**src/hdl/serial_status_pkg.sv**
```systemverilog
package serial_status_pkg;

	// Byte offsets of the register words on the bus
	localparam logic [3:0] OFF_STATUS = 4'h0;
	localparam logic [3:0] OFF_CONTROL = 4'h4;
	localparam logic [3:0] OFF_TXDATA = 4'h8;
	localparam logic [3:0] OFF_RXDATA = 4'hC;

	// Status bit positions
	localparam int BIT_TX_EMPTY = 7;
	localparam int BIT_RX_FULL = 6;
	localparam int BIT_OVERRUN = 5;
	localparam int BIT_FRAMING = 4;
	localparam int BIT_PARITY = 3;
	localparam int BIT_TX_DONE = 2;
	localparam int BIT_MP_RX = 1;
	localparam int BIT_MP_TX = 0;
	localparam logic [7:0] STATUS_RESET = 8'h84;

	// Control bit positions
	localparam int CTL_TX_ENABLE = 0;
	localparam int CTL_RX_ENABLE = 1;
	localparam int CTL_PARITY_ODD = 2;
	localparam int CTL_PARITY_EN = 3;
	localparam int CTL_SYNC_MODE = 4;
	localparam int CTL_MP_FORMAT = 5;
	localparam logic [5:0] CONTROL_RESET = 6'h00;

	// One finished character from the receive shifter
	typedef struct packed {
		logic done;
		logic [7:0] data;
		logic stopBit;
		logic parityBit;
		logic mpBit;
	} rx_char_s;

	// Transmit side view for the shifter
	typedef struct packed {
		logic [7:0] data;
		logic full;
		logic mpBit;
		logic halt;
	} tx_view_s;

endpackage

```
**src/hdl/serial_parity_check.sv**
```systemverilog
`timescale 1ns/10ps
`default_nettype none
module serial_parity_check (
	// Character and its parity bit
	input wire logic [7:0] charData,
	input wire logic parityBit,
	// Selection: 1 odd, 0 even
	input wire logic oddSelect,
	// Result
	output logic parityBad
);
	// Count of ones over data and parity must be odd for odd selection
	assign parityBad = ((^charData) ^ parityBit) != oddSelect;
endmodule
`default_nettype wire

```
**src/hdl/serial_status_flag_logic.sv**
```systemverilog
`timescale 1ns/10ps
`default_nettype none
// Behaviour
// - Status returns to 0x84 on reset and on low-power mode entry.
// - Five flags clear only by writing 0 after reading 1; 1 ignored.
// - tx_done and mp_bit_received ignore software writes.
// - tx_buffer_empty sets when holding data moves into the shifter.
// - tx_buffer_empty sets while tx_enable is 0.
// - Write to tx holding register or valid clear drops tx_buffer_empty.
// - Error-free finished character loads rx holding and sets rx_buffer_full.
// - Reading rx holding register or valid clear drops rx_buffer_full.
// - rx_enable off leaves rx holding and rx_buffer_full alone; errors leave only rx_buffer_full alone.
// - Character finishing with rx_buffer_full set raises overrun_flag.
// - On overrun the old character stays, the new one is lost.
// - Overrun halts reception; in synchronous mode also transmission.
// - Clearing rx_enable keeps overrun, framing and parity flags.
// - Async stop bit sampled 0 raises framing_flag.
// - Only the first stop bit is checked.
// - Framing error loads rx holding but not rx_buffer_full.
// - Framing flag halts reception; synchronous mode also transmission.
// - Async parity mismatch against odd/even selection raises parity_flag.
// - Parity error loads data without full flag; halts like other errors.
// - tx_done sets on tx off or last bit with empty buffer.
// - Async multiprocessor format captures received mp bit; kept when rx off.
// - mp_bit_to_send appended only in async multiprocessor transmit.
module serial_status_flag_logic (
	// Clock and reset
	input wire logic sys_clk,
	input wire logic reset_n,
	// Avalon-MM slave
	input wire logic [3:0] address,
	input wire logic read,
	input wire logic write,
	input wire logic [31:0] writedata,
	input wire logic [3:0] byteenable,
	output logic [31:0] readdata,
	output logic waitrequest,
	// Low-power mode entry, one-cycle pulse
	input wire logic lowPowerEntry,
	// Transmit shifter events
	input wire logic txShiftLoad,
	input wire logic txLastBit,
	output serial_status_pkg::tx_view_s txView,
	// Receive shifter events
	input wire serial_status_pkg::rx_char_s rxChar,
	output logic rxHalt
);
	import serial_status_pkg::*;

	logic [7:0] status_q, status_d;
	logic [5:0] control_q;
	logic [7:0] txHold_q, rxHold_q;
	logic [4:0] armed_q;
	logic waitReq_q;
	logic [31:0] rdata_q;
	logic txFull_q, txMp_q, txHalt_q, rxHalt_q;
	logic access, wrAcc, rdAcc;
	logic stWrite, tdrWrite, rdrRead;
	logic [4:0] validClr;
	logic txEn, rxEn, syncMode, mpFormat;
	logic parityBad, rxTake, overrun, frameErr, parityErr, rxErr;

	// Address match used by every register decode
	function automatic logic hit(input logic [3:0] a, input logic [3:0] off);
		return a[3:2] == off[3:2];
	endfunction

	// Bus handshake: waitrequest stays high for one cycle, then drops
	assign access = (read | write) & ~waitReq_q;
	assign wrAcc = write & ~waitReq_q;
	assign rdAcc = read & ~waitReq_q;
	assign stWrite = wrAcc & hit(address, OFF_STATUS) & byteenable[0];
	assign tdrWrite = wrAcc & hit(address, OFF_TXDATA) & byteenable[0];
	assign rdrRead = rdAcc & hit(address, OFF_RXDATA);

	assign txEn = control_q[CTL_TX_ENABLE];
	assign rxEn = control_q[CTL_RX_ENABLE];
	assign syncMode = control_q[CTL_SYNC_MODE];
	assign mpFormat = control_q[CTL_MP_FORMAT] & ~syncMode;

	// Wait state generator; request may not change while this is high
	always_ff @(posedge sys_clk or negedge reset_n) begin
		if (!reset_n) begin
			waitReq_q <= 1'b1;
		end else begin
			waitReq_q <= ~((read | write) & waitReq_q);
		end
	end

	// Read data is latched during the wait cycle so it stands at the ack edge
	always_ff @(posedge sys_clk or negedge reset_n) begin
		if (!reset_n) begin
			rdata_q <= 32'h0000_0000;
		end else if (read & waitReq_q) begin
			if (hit(address, OFF_STATUS)) begin
				rdata_q <= {24'h00_0000, status_q};
			end else if (hit(address, OFF_CONTROL)) begin
				rdata_q <= {26'h000_0000, control_q};
			end else if (hit(address, OFF_RXDATA)) begin
				rdata_q <= {24'h00_0000, rxHold_q};
			end else begin
				rdata_q <= 32'h0000_0000;
			end
		end
	end

	// Read arms a flag for clearing only if it was seen as 1
	always_ff @(posedge sys_clk or negedge reset_n) begin
		if (!reset_n) begin
			armed_q <= 5'h00;
		end else if (lowPowerEntry) begin
			armed_q <= 5'h00;
		end else if (rdAcc & hit(address, OFF_STATUS)) begin
			armed_q <= rdata_q[7:3];
		end else if (stWrite) begin
			armed_q <= armed_q & writedata[7:3];
		end
	end

	// A written 0 clears only an armed flag; a written 1 does nothing
	assign validClr = {5{stWrite}} & armed_q & ~writedata[7:3];

	// Control register
	always_ff @(posedge sys_clk or negedge reset_n) begin
		if (!reset_n) begin
			control_q <= CONTROL_RESET;
		end else if (wrAcc & hit(address, OFF_CONTROL) & byteenable[0]) begin
			control_q <= writedata[5:0];
		end
	end

	serial_parity_check parityCheck (
		.charData(rxChar.data),
		.parityBit(rxChar.parityBit),
		.oddSelect(control_q[CTL_PARITY_ODD]),
		.parityBad(parityBad)
	);

	// Receive classification; stopBit is the first stop bit only
	assign rxTake = rxChar.done & rxEn & ~rxHalt_q;
	assign overrun = rxTake & status_q[BIT_RX_FULL];
	assign frameErr = rxTake & ~syncMode & ~rxChar.stopBit;
	assign parityErr = rxTake & ~syncMode & control_q[CTL_PARITY_EN] &
		parityBad;
	assign rxErr = frameErr | parityErr;

	// Status next value; each set term is applied after its clear
	always_comb begin
		status_d = status_q;
		// Transmit empty: clear by data write or valid clear, set wins
		if (tdrWrite | validClr[4]) begin
			status_d[BIT_TX_EMPTY] = 1'b0;
		end
		if (txShiftLoad | ~txEn) begin
			status_d[BIT_TX_EMPTY] = 1'b1;
		end
		// Transmit done tracks the empty flag's clears
		if (tdrWrite | validClr[4]) begin
			status_d[BIT_TX_DONE] = 1'b0;
		end
		if (~txEn | (txLastBit & status_q[BIT_TX_EMPTY])) begin
			status_d[BIT_TX_DONE] = 1'b1;
		end
		// Receive full: no change on errors or with rx disabled
		if (rdrRead | validClr[3]) begin
			status_d[BIT_RX_FULL] = 1'b0;
		end
		if (rxTake & ~overrun & ~rxErr) begin
			status_d[BIT_RX_FULL] = 1'b1;
		end
		// Error flags; rx_enable plays no part in clearing them
		if (validClr[2]) begin
			status_d[BIT_OVERRUN] = 1'b0;
		end
		if (overrun) begin
			status_d[BIT_OVERRUN] = 1'b1;
		end
		if (validClr[1]) begin
			status_d[BIT_FRAMING] = 1'b0;
		end
		if (frameErr & ~overrun) begin
			status_d[BIT_FRAMING] = 1'b1;
		end
		if (validClr[0]) begin
			status_d[BIT_PARITY] = 1'b0;
		end
		if (parityErr & ~overrun) begin
			status_d[BIT_PARITY] = 1'b1;
		end
		// Received mp bit; held while reception is off
		if (rxTake & mpFormat & ~overrun) begin
			status_d[BIT_MP_RX] = rxChar.mpBit;
		end
		// Only the mp transmit bit is plainly writable
		if (stWrite) begin
			status_d[BIT_MP_TX] = writedata[BIT_MP_TX];
		end
		if (lowPowerEntry) begin
			status_d = STATUS_RESET;
		end
	end

	// Status register
	always_ff @(posedge sys_clk or negedge reset_n) begin
		if (!reset_n) begin
			status_q <= STATUS_RESET;
		end else begin
			status_q <= status_d;
		end
	end

	// Receive holding register; overrun keeps the older character
	always_ff @(posedge sys_clk or negedge reset_n) begin
		if (!reset_n) begin
			rxHold_q <= 8'h00;
		end else if (rxTake & ~overrun) begin
			rxHold_q <= rxChar.data;
		end
	end

	// Transmit holding register
	always_ff @(posedge sys_clk or negedge reset_n) begin
		if (!reset_n) begin
			txHold_q <= 8'h00;
		end else if (tdrWrite) begin
			txHold_q <= writedata[7:0];
		end
	end

	// Shifter-facing outputs, registered from next-state values
	always_ff @(posedge sys_clk or negedge reset_n) begin
		if (!reset_n) begin
			txFull_q <= 1'b0;
			txMp_q <= 1'b0;
			txHalt_q <= 1'b0;
			rxHalt_q <= 1'b0;
		end else begin
			txFull_q <= ~status_d[BIT_TX_EMPTY];
			txMp_q <= status_d[BIT_MP_TX] & mpFormat & txEn;
			rxHalt_q <= |status_d[5:3];
			txHalt_q <= syncMode & (|status_d[5:3]);
		end
	end

	assign readdata = rdata_q;
	assign waitrequest = waitReq_q;
	assign rxHalt = rxHalt_q;
	assign txView = '{data: txHold_q, full: txFull_q, mpBit: txMp_q,
		halt: txHalt_q};

	// Checks
	property p_lowpower;
		@(posedge sys_clk) disable iff (!reset_n)
		lowPowerEntry |=> status_q == STATUS_RESET;
	endproperty
	a_lowpower: assert property (p_lowpower)
		else $error("status not 0x84 after low-power entry");

	property p_write_one;
		@(posedge sys_clk) disable iff (!reset_n)
		stWrite && writedata[BIT_RX_FULL] && !status_q[BIT_RX_FULL] &&
			!rxTake |=> !status_q[BIT_RX_FULL];
	endproperty
	a_write_one: assert property (p_write_one)
		else $error("software write of 1 set a flag");

	property p_unarmed;
		@(posedge sys_clk) disable iff (!reset_n)
		stWrite && !armed_q[2] && status_q[BIT_OVERRUN] |=>
			status_q[BIT_OVERRUN];
	endproperty
	a_unarmed: assert property (p_unarmed)
		else $error("flag cleared without prior read of 1");

	property p_readonly;
		@(posedge sys_clk) disable iff (!reset_n)
		stWrite && txEn && !txLastBit && !tdrWrite && !validClr[4] &&
			!rxTake && !lowPowerEntry |=> $stable(status_q[2:1]);
	endproperty
	a_readonly: assert property (p_readonly)
		else $error("read-only status bits changed by write");

	property p_tx_load;
		@(posedge sys_clk) disable iff (!reset_n)
		txShiftLoad |=> status_q[BIT_TX_EMPTY] && !txView.full;
	endproperty
	a_tx_load: assert property (p_tx_load)
		else $error("empty flag not set after shifter load");

	property p_tx_off;
		@(posedge sys_clk) disable iff (!reset_n)
		!txEn |=> status_q[BIT_TX_EMPTY] && status_q[BIT_TX_DONE];
	endproperty
	a_tx_off: assert property (p_tx_off)
		else $error("tx off did not force empty and done");

	property p_tdr_write;
		@(posedge sys_clk) disable iff (!reset_n)
		tdrWrite && txEn && !txShiftLoad && !txLastBit &&
			!lowPowerEntry |=> !status_q[BIT_TX_EMPTY] &&
			!status_q[BIT_TX_DONE];
	endproperty
	a_tdr_write: assert property (p_tdr_write)
		else $error("data write did not clear empty and done");

	property p_overrun;
		@(posedge sys_clk) disable iff (!reset_n)
		rxTake && status_q[BIT_RX_FULL] && !lowPowerEntry |=>
			status_q[BIT_OVERRUN] && $stable(rxHold_q) ##1 rxHalt;
	endproperty
	a_overrun: assert property (p_overrun)
		else $error("overrun not flagged or old data lost");

	property p_frame;
		@(posedge sys_clk) disable iff (!reset_n)
		frameErr && !overrun && !lowPowerEntry && !validClr[3] &&
			!rdrRead |=> status_q[BIT_FRAMING] &&
			rxHold_q == $past(rxChar.data) &&
			status_q[BIT_RX_FULL] == $past(status_q[BIT_RX_FULL]);
	endproperty
	a_frame: assert property (p_frame)
		else $error("framing error handling wrong");

	property p_halt;
		@(posedge sys_clk) disable iff (!reset_n)
		|status_q[5:3] |-> rxHalt_q && (txHalt_q == $past(syncMode));
	endproperty
	a_halt: assert property (p_halt)
		else $error("error flag did not halt shifters");

	property p_set_wins;
		@(posedge sys_clk) disable iff (!reset_n)
		validClr[4] && (txShiftLoad || !txEn) |=> status_q[BIT_TX_EMPTY];
	endproperty
	a_set_wins: assert property (p_set_wins)
		else $error("clear beat a hardware set");

	c_clear: cover property (@(posedge sys_clk) validClr[3]);
	c_overrun: cover property (@(posedge sys_clk) overrun);
	c_parity: cover property (@(posedge sys_clk) parityErr && !frameErr);
	c_done: cover property (@(posedge sys_clk)
		txLastBit && status_q[BIT_TX_EMPTY] && txEn);

endmodule
`default_nettype wire

```
**config.mk**
```make
export PLATFORM = sky130hd
export DESIGN_NAME = serial_status_flag_logic
export DESIGN_NICKNAME = d
export VERILOG_FILES = /design/src/hdl/serial_status_pkg.sv /design/src/hdl/serial_parity_check.sv /design/src/hdl/serial_status_flag_logic.sv
export SDC_FILE = /design/constraint.sdc
export NUM_CORES = 1
export LEC_CHECK = 0
export BUFFER_PORTS_ARGS = -buffer_cell sky130_fd_sc_hd__buf_4
export CORE_ASPECT_RATIO = 1.75
export CORE_UTILIZATION = 43
export DETAILED_ROUTE_END_ITERATION = 8
export GPL_TIMING_DRIVEN = 0
export PLACE_DENSITY = 0.79
export SYNTH_ARGS = -nofsm -noshare
export SYNTH_HDL_FRONTEND = slang
export SYNTH_SLANG_ARGS = --single-unit
```
**constraint.sdc**
```tcl
create_clock -name sys_clk -period 1.7 [get_ports sys_clk]
set_input_delay 0.255 -clock sys_clk [delete_from_list [all_inputs] [get_ports sys_clk]]
set_output_delay 0.255 -clock sys_clk [all_outputs]
set_load 0.005 [all_outputs]
```
==> results of run 1 <==
==> Yosys cell counts (2+ instances only) <==
cell,instances,area [µm²]
dfrtp_1,45,1130
nand2_1,35,131
buf_4,27,203
mux2_2,20,225
nor2_1,16,60.1
a21oi_1,15,75.1
a22oi_1,8,60.1
xnor2_1,7,61.3
clkbuf_1,6,22.5
o211ai_1,5,37.5
nor2b_1,4,25.0
and2_1,3,18.8
dfstp_2,3,78.8
inv_1,3,11.3
nand2b_1,3,18.8
a221o_1,2,20.0
buf_2,2,10.0
mux2i_1,2,20.0
nor3b_2,2,25.0
o21ai_0,2,10.0
o41ai_1,2,17.5
==> worst reg2reg max path, delay by kind of cell (launching register included) <==
family / cells / cell delay, ps
AND/OR/NAND/NOR: 3 / 830
flip-flops: 1 / 390
AO/OA/AOI/OAI: 2 / 450
==> what timing repair did <==
action / CTS / global route
hold buffers: 1 / 0
gates resized for setup: 3 / 9
gates cloned: 0 / 0
pin swaps: 2 / 1
hold endpoints to repair: 45 / 0
endpoints found under the setup margin: 10 / 17
buffers inserted: 2 / 1
==> state kept, by name, indices dropped and copies added (netlist names) <==
signal / flops
armed_q: 5
control_q: 6
readdata: 8
rxHalt: 1
rxHold_q: 8
status_q: 8
txFull_q: 1
txHalt_q: 1
txHold_q: 8
txMp_q: 1
waitrequest: 1
==> power by group through the flow <==
stage	sequential (mW)	clock (mW)	combinational, mW
6_report	1.57	0.706	0.942
5_1_grt	1.60	0.757	1.04
4_1_cts	1.57	0.712	0.921
3_5_place_dp	1.60	0	0.900
3_3_place_gp	1.58	0	0.873
2_1_floorplan	1.55	0	0.529
==> cell families (layout without fill, tap and decap cells) <==
family                 Yosys count  in the layout  synth area share, %
XOR/XNOR                         8              8                 3.47
buffers and inverters           38            100                 10.2
AO/OA/AOI/OAI                   39             39                 11.4
other                            1             24                0.155
flip-flops                      48             48                 49.9
multiplexers                    22             22                 10.2
AND/OR/NAND/NOR                 71             71                 14.7
==> worst min path at each step <==
stage / from / endpoint / slack (ps) / cells after the start
after global placement: reset_n / txHold_q[2]$_DFFE_PN0P_ / 290 / 1
after global routing: read / waitrequest$_DFF_PN1_ / 140 / 2
final: read / waitrequest$_DFF_PN1_ / 110 / 2
after floorplan: reset_n / armed_q[0]$_DFFE_PN0P_ / -40 / 0
after CTS: read / waitrequest$_DFF_PN1_ / 120 / 2
after detailed placement: reset_n / txHold_q[5]$_DFFE_PN0P_ / 300 / 1
==> layout make-up <==
type / instances / area [µm²] / share of cell area (%)
Buffer: 35 / 241 / 7.69
Clock buffer: 6 / 82.6 / 2.63
Clock inverter: 2 / 10.0 / 0.319
Inverter: 3 / 11.3 / 0.359
Multi-Input combinational cell: 164 / 1090 / 34.7
Sequential cell: 48 / 1200 / 38.4
Tap cell: 74 / 92.6 / 2.95
Timing Repair Buffer: 54 / 408 / 13.0
==> stage by stage <==
step,setup slack [ps],instances,util (%)
2_1_floorplan,61.9,250,-
3_3_place_gp,-96.2,374,55.6
3_5_place_dp,-153,374,55.6
4_1_cts,-104,385,58.1
5_1_grt,-149,386,58.8
6_report,-104,386,58.8
==> metal layers <==
| metal | vias up | GRT usage, % |
|---|---|---|
| li1 | 896 | - |
| met4 | 0 | 9.71 |
| met1 | 886 | 21.0 |
| met3 | 16 | 2.82 |
| met5 | - | 0 |
| met2 | 72 | 36.3 |
==> flow_summary.json, run 1 <==
{
  "hold_violations": 0,
  "cts_tree": "built",
  "critical_path_arrival_ps": 1970,
  "crit_path_end_kind": "flop",
  "cts_root_buf": "clkbuf_8",
  "grt_overflow_total": 0,
  "synth_seq_cells": 48,
  "pwr_density_cell_nw_per_um2": 1030,
  "cp.depth": 5,
  "syn_to_final_growth_pct": 30.1,
  "ir_drop_mv": 0.599,
  "grt_max_degree": 49,
  "clk_path_buf_depth": 2,
  "vias_per_cell": 4.84,
  "clk-insertion-delay-late_ps": 300,
  "hold_class": "input port to flop",
  "met2WireLength_um": 3040,
  "synth.distinct_cells": 36,
  "grt_setup_unrepaired": "yes",
  "yosysSeqAreaShare_pct": 49.9,
  "io-pin-count": 104,
  "die_h_um": 101,
  "finalInstanceArea_um2": 3140,
  "path_clk_slew_ps": 80,
  "synth_ff_type": "dfrtp_1",
  "min_period_over_period_pct": 106,
  "vias": 1870,
  "switchingPower_mw": 0.978,
  "cpMaxStageDelayCell": "or4b_4",
  "dpl_cell_area_um2": 2970,
  "syn_avg_cell_area_um2": 10.6,
  "intPower_mw": 2.24,
  "numPortBuffers": 50,
  "sw_frac_of_total_pct": 30.3,
  "grt_pass1_vias": 1813,
  "clock-sinks": 48,
  "crit_end": "txHalt_q$_DFF_PN0_",
  "mostFrequentLayoutCells": "81 x buf_4, 45 x dfrtp_1, 34 x nand2_1",
  "critPathLaunch": "waitrequest$_DFF_PN1_",
  "cp_max_fo": 6,
  "synth_edf_count": 0,
  "die_w_um": 58.6,
  "wl_per_cell_um": 14.2,
  "cts_inserted_buffers": 5,
  "slew_headroom_pct": 58.8,
  "antenna_found_initial": 0,
  "maxCapViolCount": 0,
  "ctsHtreeMaxLevel": 2,
  "yosysWarningCount": 0,
  "slowest_delay_ps": 540,
  "synth.cell_area_um2": 2410,
  "drtPass1Iterations": 5,
  "hpwl_um": 4190,
  "rrSetupSlack_ps": -100,
  "routed.top_layer": "met4",
  "drtIter0Drc": 37,
  "p_leak_nw": 1.55,
  "status": "complete, but fails checks",
  "finalWeightedCongestion": 0.861,
  "synthArstFlopShare_pct": 100,
  "drc": 0,
  "wl_met3_um": 249,
  "wl_um": 5490,
  "rows": 35,
  "cp.required_ps": 1870,
  "grt.total_usage_pct": 19.6,
  "rr_endpoint": "txHalt_q$_DFF_PN0_",
  "reg2reg_from": "waitrequest$_DFF_PN1_",
  "die_area_um2": 5930,
  "final_common_cell": "buf_4",
  "reg2regPathDepth": 5,
  "initial_utilization_pct": 45.2,
  "grt_first_pass_wirelength_um": 8690,
  "final.fill_count": 460,
  "clock.fmax_mhz": 554,
  "drive_above_1_share_pct": 40.4,
  "diodes": 0,
  "setup_tns_ps": -221,
  "setup_slack_ps": -104,
  "drtAntennaViolNets": 0,
  "timing.hold.ws_ps": 111,
  "path_class": "flop to flop",
  "wl_met1_um": 2010,
  "crit_chain": "nand3b_4 > or4b_4 > a22o_1 > a211oi_2 > nor3b_2",
  "syn_inst": 227,
  "finalMaxSlewViolations": 0,
  "start_kind": "flop",
  "setup_violations": 3,
  "tightest_slew_ps": 615,
  "pwr-share-clk_pct": 21.9,
  "critPathBufInv": 0,
  "total_power_mw": 3.22,
  "fin_crit_ps": 1800,
  "layout.nets": 370,
  "combPwrFrac_pct": 29.2,
  "clock_skew_ps": 4.21,
  "seqPwrFrac_pct": 48.8,
  "fp.coreArea_um2": 5340,
  "cp_top_family": "simple AND/OR/NAND/NOR gates",
  "violations": "setup timing"
}
(Power assumes the default switching activity.)
==> inputs of run 2 (changes only) <==
--- a/config.mk
+++ b/config.mk
@@ -7,10 +7,12 @@
 export LEC_CHECK = 0
 export BUFFER_PORTS_ARGS = -buffer_cell sky130_fd_sc_hd__buf_4
 export CORE_ASPECT_RATIO = 1.75
-export CORE_UTILIZATION = 43
+export CORE_UTILIZATION = 49
+export CTS_BUF_LIST = sky130_fd_sc_hd__clkbuf_4 sky130_fd_sc_hd__clkbuf_8
 export DETAILED_ROUTE_END_ITERATION = 8
 export GPL_TIMING_DRIVEN = 0
-export PLACE_DENSITY = 0.79
+export PLACE_DENSITY = 0.85
+export RECOVER_POWER = 25
 export SYNTH_ARGS = -nofsm -noshare
 export SYNTH_HDL_FRONTEND = slang
 export SYNTH_SLANG_ARGS = --single-unit
==> constraint.sdc (replaced) <==
create_clock -name sys_clk -period 1.84 [get_ports sys_clk]
set_input_delay 0.276 -clock sys_clk [delete_from_list [all_inputs] [get_ports sys_clk]]
set_output_delay 0.276 -clock sys_clk [all_outputs]
set_load 0.005 [all_outputs]
==> flow_summary.json, run 2 (same netlist as run 1, synthesis figures left out) <==
{
  "initial_utilization_pct": 51.3,
  "grt_overflow_total": 0,
  "critical_path_arrival_ps": 1940,
  "cts_setup_buffers": 0,
  "clock_skew_ps": 4.03,
  "grt_setup_unrepaired": "no",
  "rows": 33,
  "fin_crit_ps": 1760,
  "cts_inserted_buffers": 5,
  "antenna_found_initial": 0,
  "die_w_um": 55.1,
  "slew_headroom_pct": 23.4,
  "diodes": 0,
  "wl_per_cell_um": 14.5,
  "cpMaxStageDelayCell": "or4b_4",
  "ctsHtreeMaxLevel": 2,
  "syn_to_final_growth_pct": 26.6,
  "mostFrequentLayoutCells": "76 x buf_4, 45 x dfrtp_1, 35 x nand2_1",
  "cp_max_fo": 6,
  "grt_pass1_vias": 1821,
  "layout.nets": 367,
  "cts_tree": "built",
  "die_h_um": 94.8,
  "finalMaxSlewViolations": 0,
  "fp.coreArea_um2": 4710,
  "hpwl_um": 4030,
  "dp.cells": 352,
  "slowest_delay_ps": 540,
  "status": "finished clean",
  "drive_above_1_share_pct": 38.2,
  "cp.required_ps": 2010,
  "crit_chain": "nand3b_4 > or4b_4 > a22o_1 > a211oi_2 > nor3b_1",
  "wl_um": 5250,
  "place_worst_setup_slack_ps": 31.2,
  "drc": 0,
  "start_kind": "flop",
  "io-pin-count": 104,
  "grt_max_degree": 49,
  "clk-insertion-delay-late_ps": 310,
  "p_leak_nw": 1.52,
  "crit_path_end_kind": "flop",
  "timing.hold.ws_ps": 132,
  "grt.total_usage_pct": 22.6,
  "clk_path_buf_depth": 2,
  "path_clk_slew_ps": 80,
  "die_area_um2": 5220,
  "ir_drop_mv": 0.710,
  "min_period_over_period_pct": 95.9,
  "clock.fmax_mhz": 567,
  "setup_slack_ps": 75.5,
  "final_common_cell": "buf_4",
  "drtPass1Iterations": 4,
  "grt_first_pass_wirelength_um": 8200,
  "hold_class": "input port to flop",
  "drtAntennaViolNets": 0,
  "drtIter0Drc": 43,
  "maxCapViolCount": 0,
  "path_class": "flop to flop",
  "numPortBuffers": 50,
  "hold_violations": 0,
  "clock-sinks": 48,
  "tightest_slew_ps": 1150,
  "setup_tns_ps": 0,
  "pwr_density_cell_nw_per_um2": 969,
  "vias": 1856,
  "finalWeightedCongestion": 0.891,
  "cts_root_buf": "clkbuf_8",
  "setup_violations": 0,
  "vias_per_cell": 5.14,
  "finalNonFillerCells": 361
}
## run 2: where the power goes
part / internal, mW / total (mW) / switching [mW]
clock: 0.336 / 0.680 / 0.344
sequential: 1.29 / 1.46 / 0.167
combinational: 0.461 / 0.824 / 0.364
## run 2: area by class of cell
| class | instances | area [µm²] |
|---|---|---|
| Fill cell | 425 | 1650 |
| Sequential cell | 48 | 1200 |
| Multi-Input combinational cell | 164 | 1060 |
| Timing Repair Buffer | 51 | 383 |
| Buffer | 35 | 235 |
| Clock buffer | 8 | 97.6 |
| Tap cell | 52 | 65.1 |
| Inverter | 3 | 11.3 |
## run 2: per-stage QoR
step	util [%]	power [mW]	area [µm²]
floorplan	-	1.92	2500
finish	64.9	2.96	3060
detailed placement	62.5	2.30	2940
global route	64.9	3.12	3060
global placement	62.5	2.26	2940
CTS	64.8	2.97	3050
## run 2: path summary, 6_finish.rpt
check                                   startpoint                 endpoint  slack, ps  cells past startpoint
setup / recovery             waitrequest$_DFF_PN1_       txHalt_q$_DFF_PN0_         80                      5
hold / removal                                read    waitrequest$_DFF_PN1_        130                      2
setup reg to reg             waitrequest$_DFF_PN1_       txHalt_q$_DFF_PN0_         80                      5
hold reg to reg            rxHold_q[5]$_DFFE_PN0P_  rxHold_q[5]$_DFFE_PN0P_        470                      2
max in group asynchronous                  reset_n  txHold_q[0]$_DFFE_PN0P_        410                      2
min in group asynchronous                  reset_n  txHold_q[2]$_DFFE_PN0P_        730                      2
## run 2: routing by layer
metal	routed length (µm)	global-route usage (%)
met3	227	4.67
met2	2980	40.0
met5	0	0
met4	166	12.3
met1	1870	23.4
## run 2: worst max-delay path: cells and delay by family (launching register included)
| family | cells | cell delay (ps) |
|---|---|---|
| compound gates | 2 | 410 |
| simple gates | 3 | 820 |
| flops | 1 | 390 |
## run 2: timing repair
| item | CTS | global route |
|---|---|---|
| hold endpoints to repair | 18 | 0 |
| gates resized for setup | 0 | 2 |
| setup endpoints to repair | 0 | 2 |
| hold buffers | 1 | 0 |
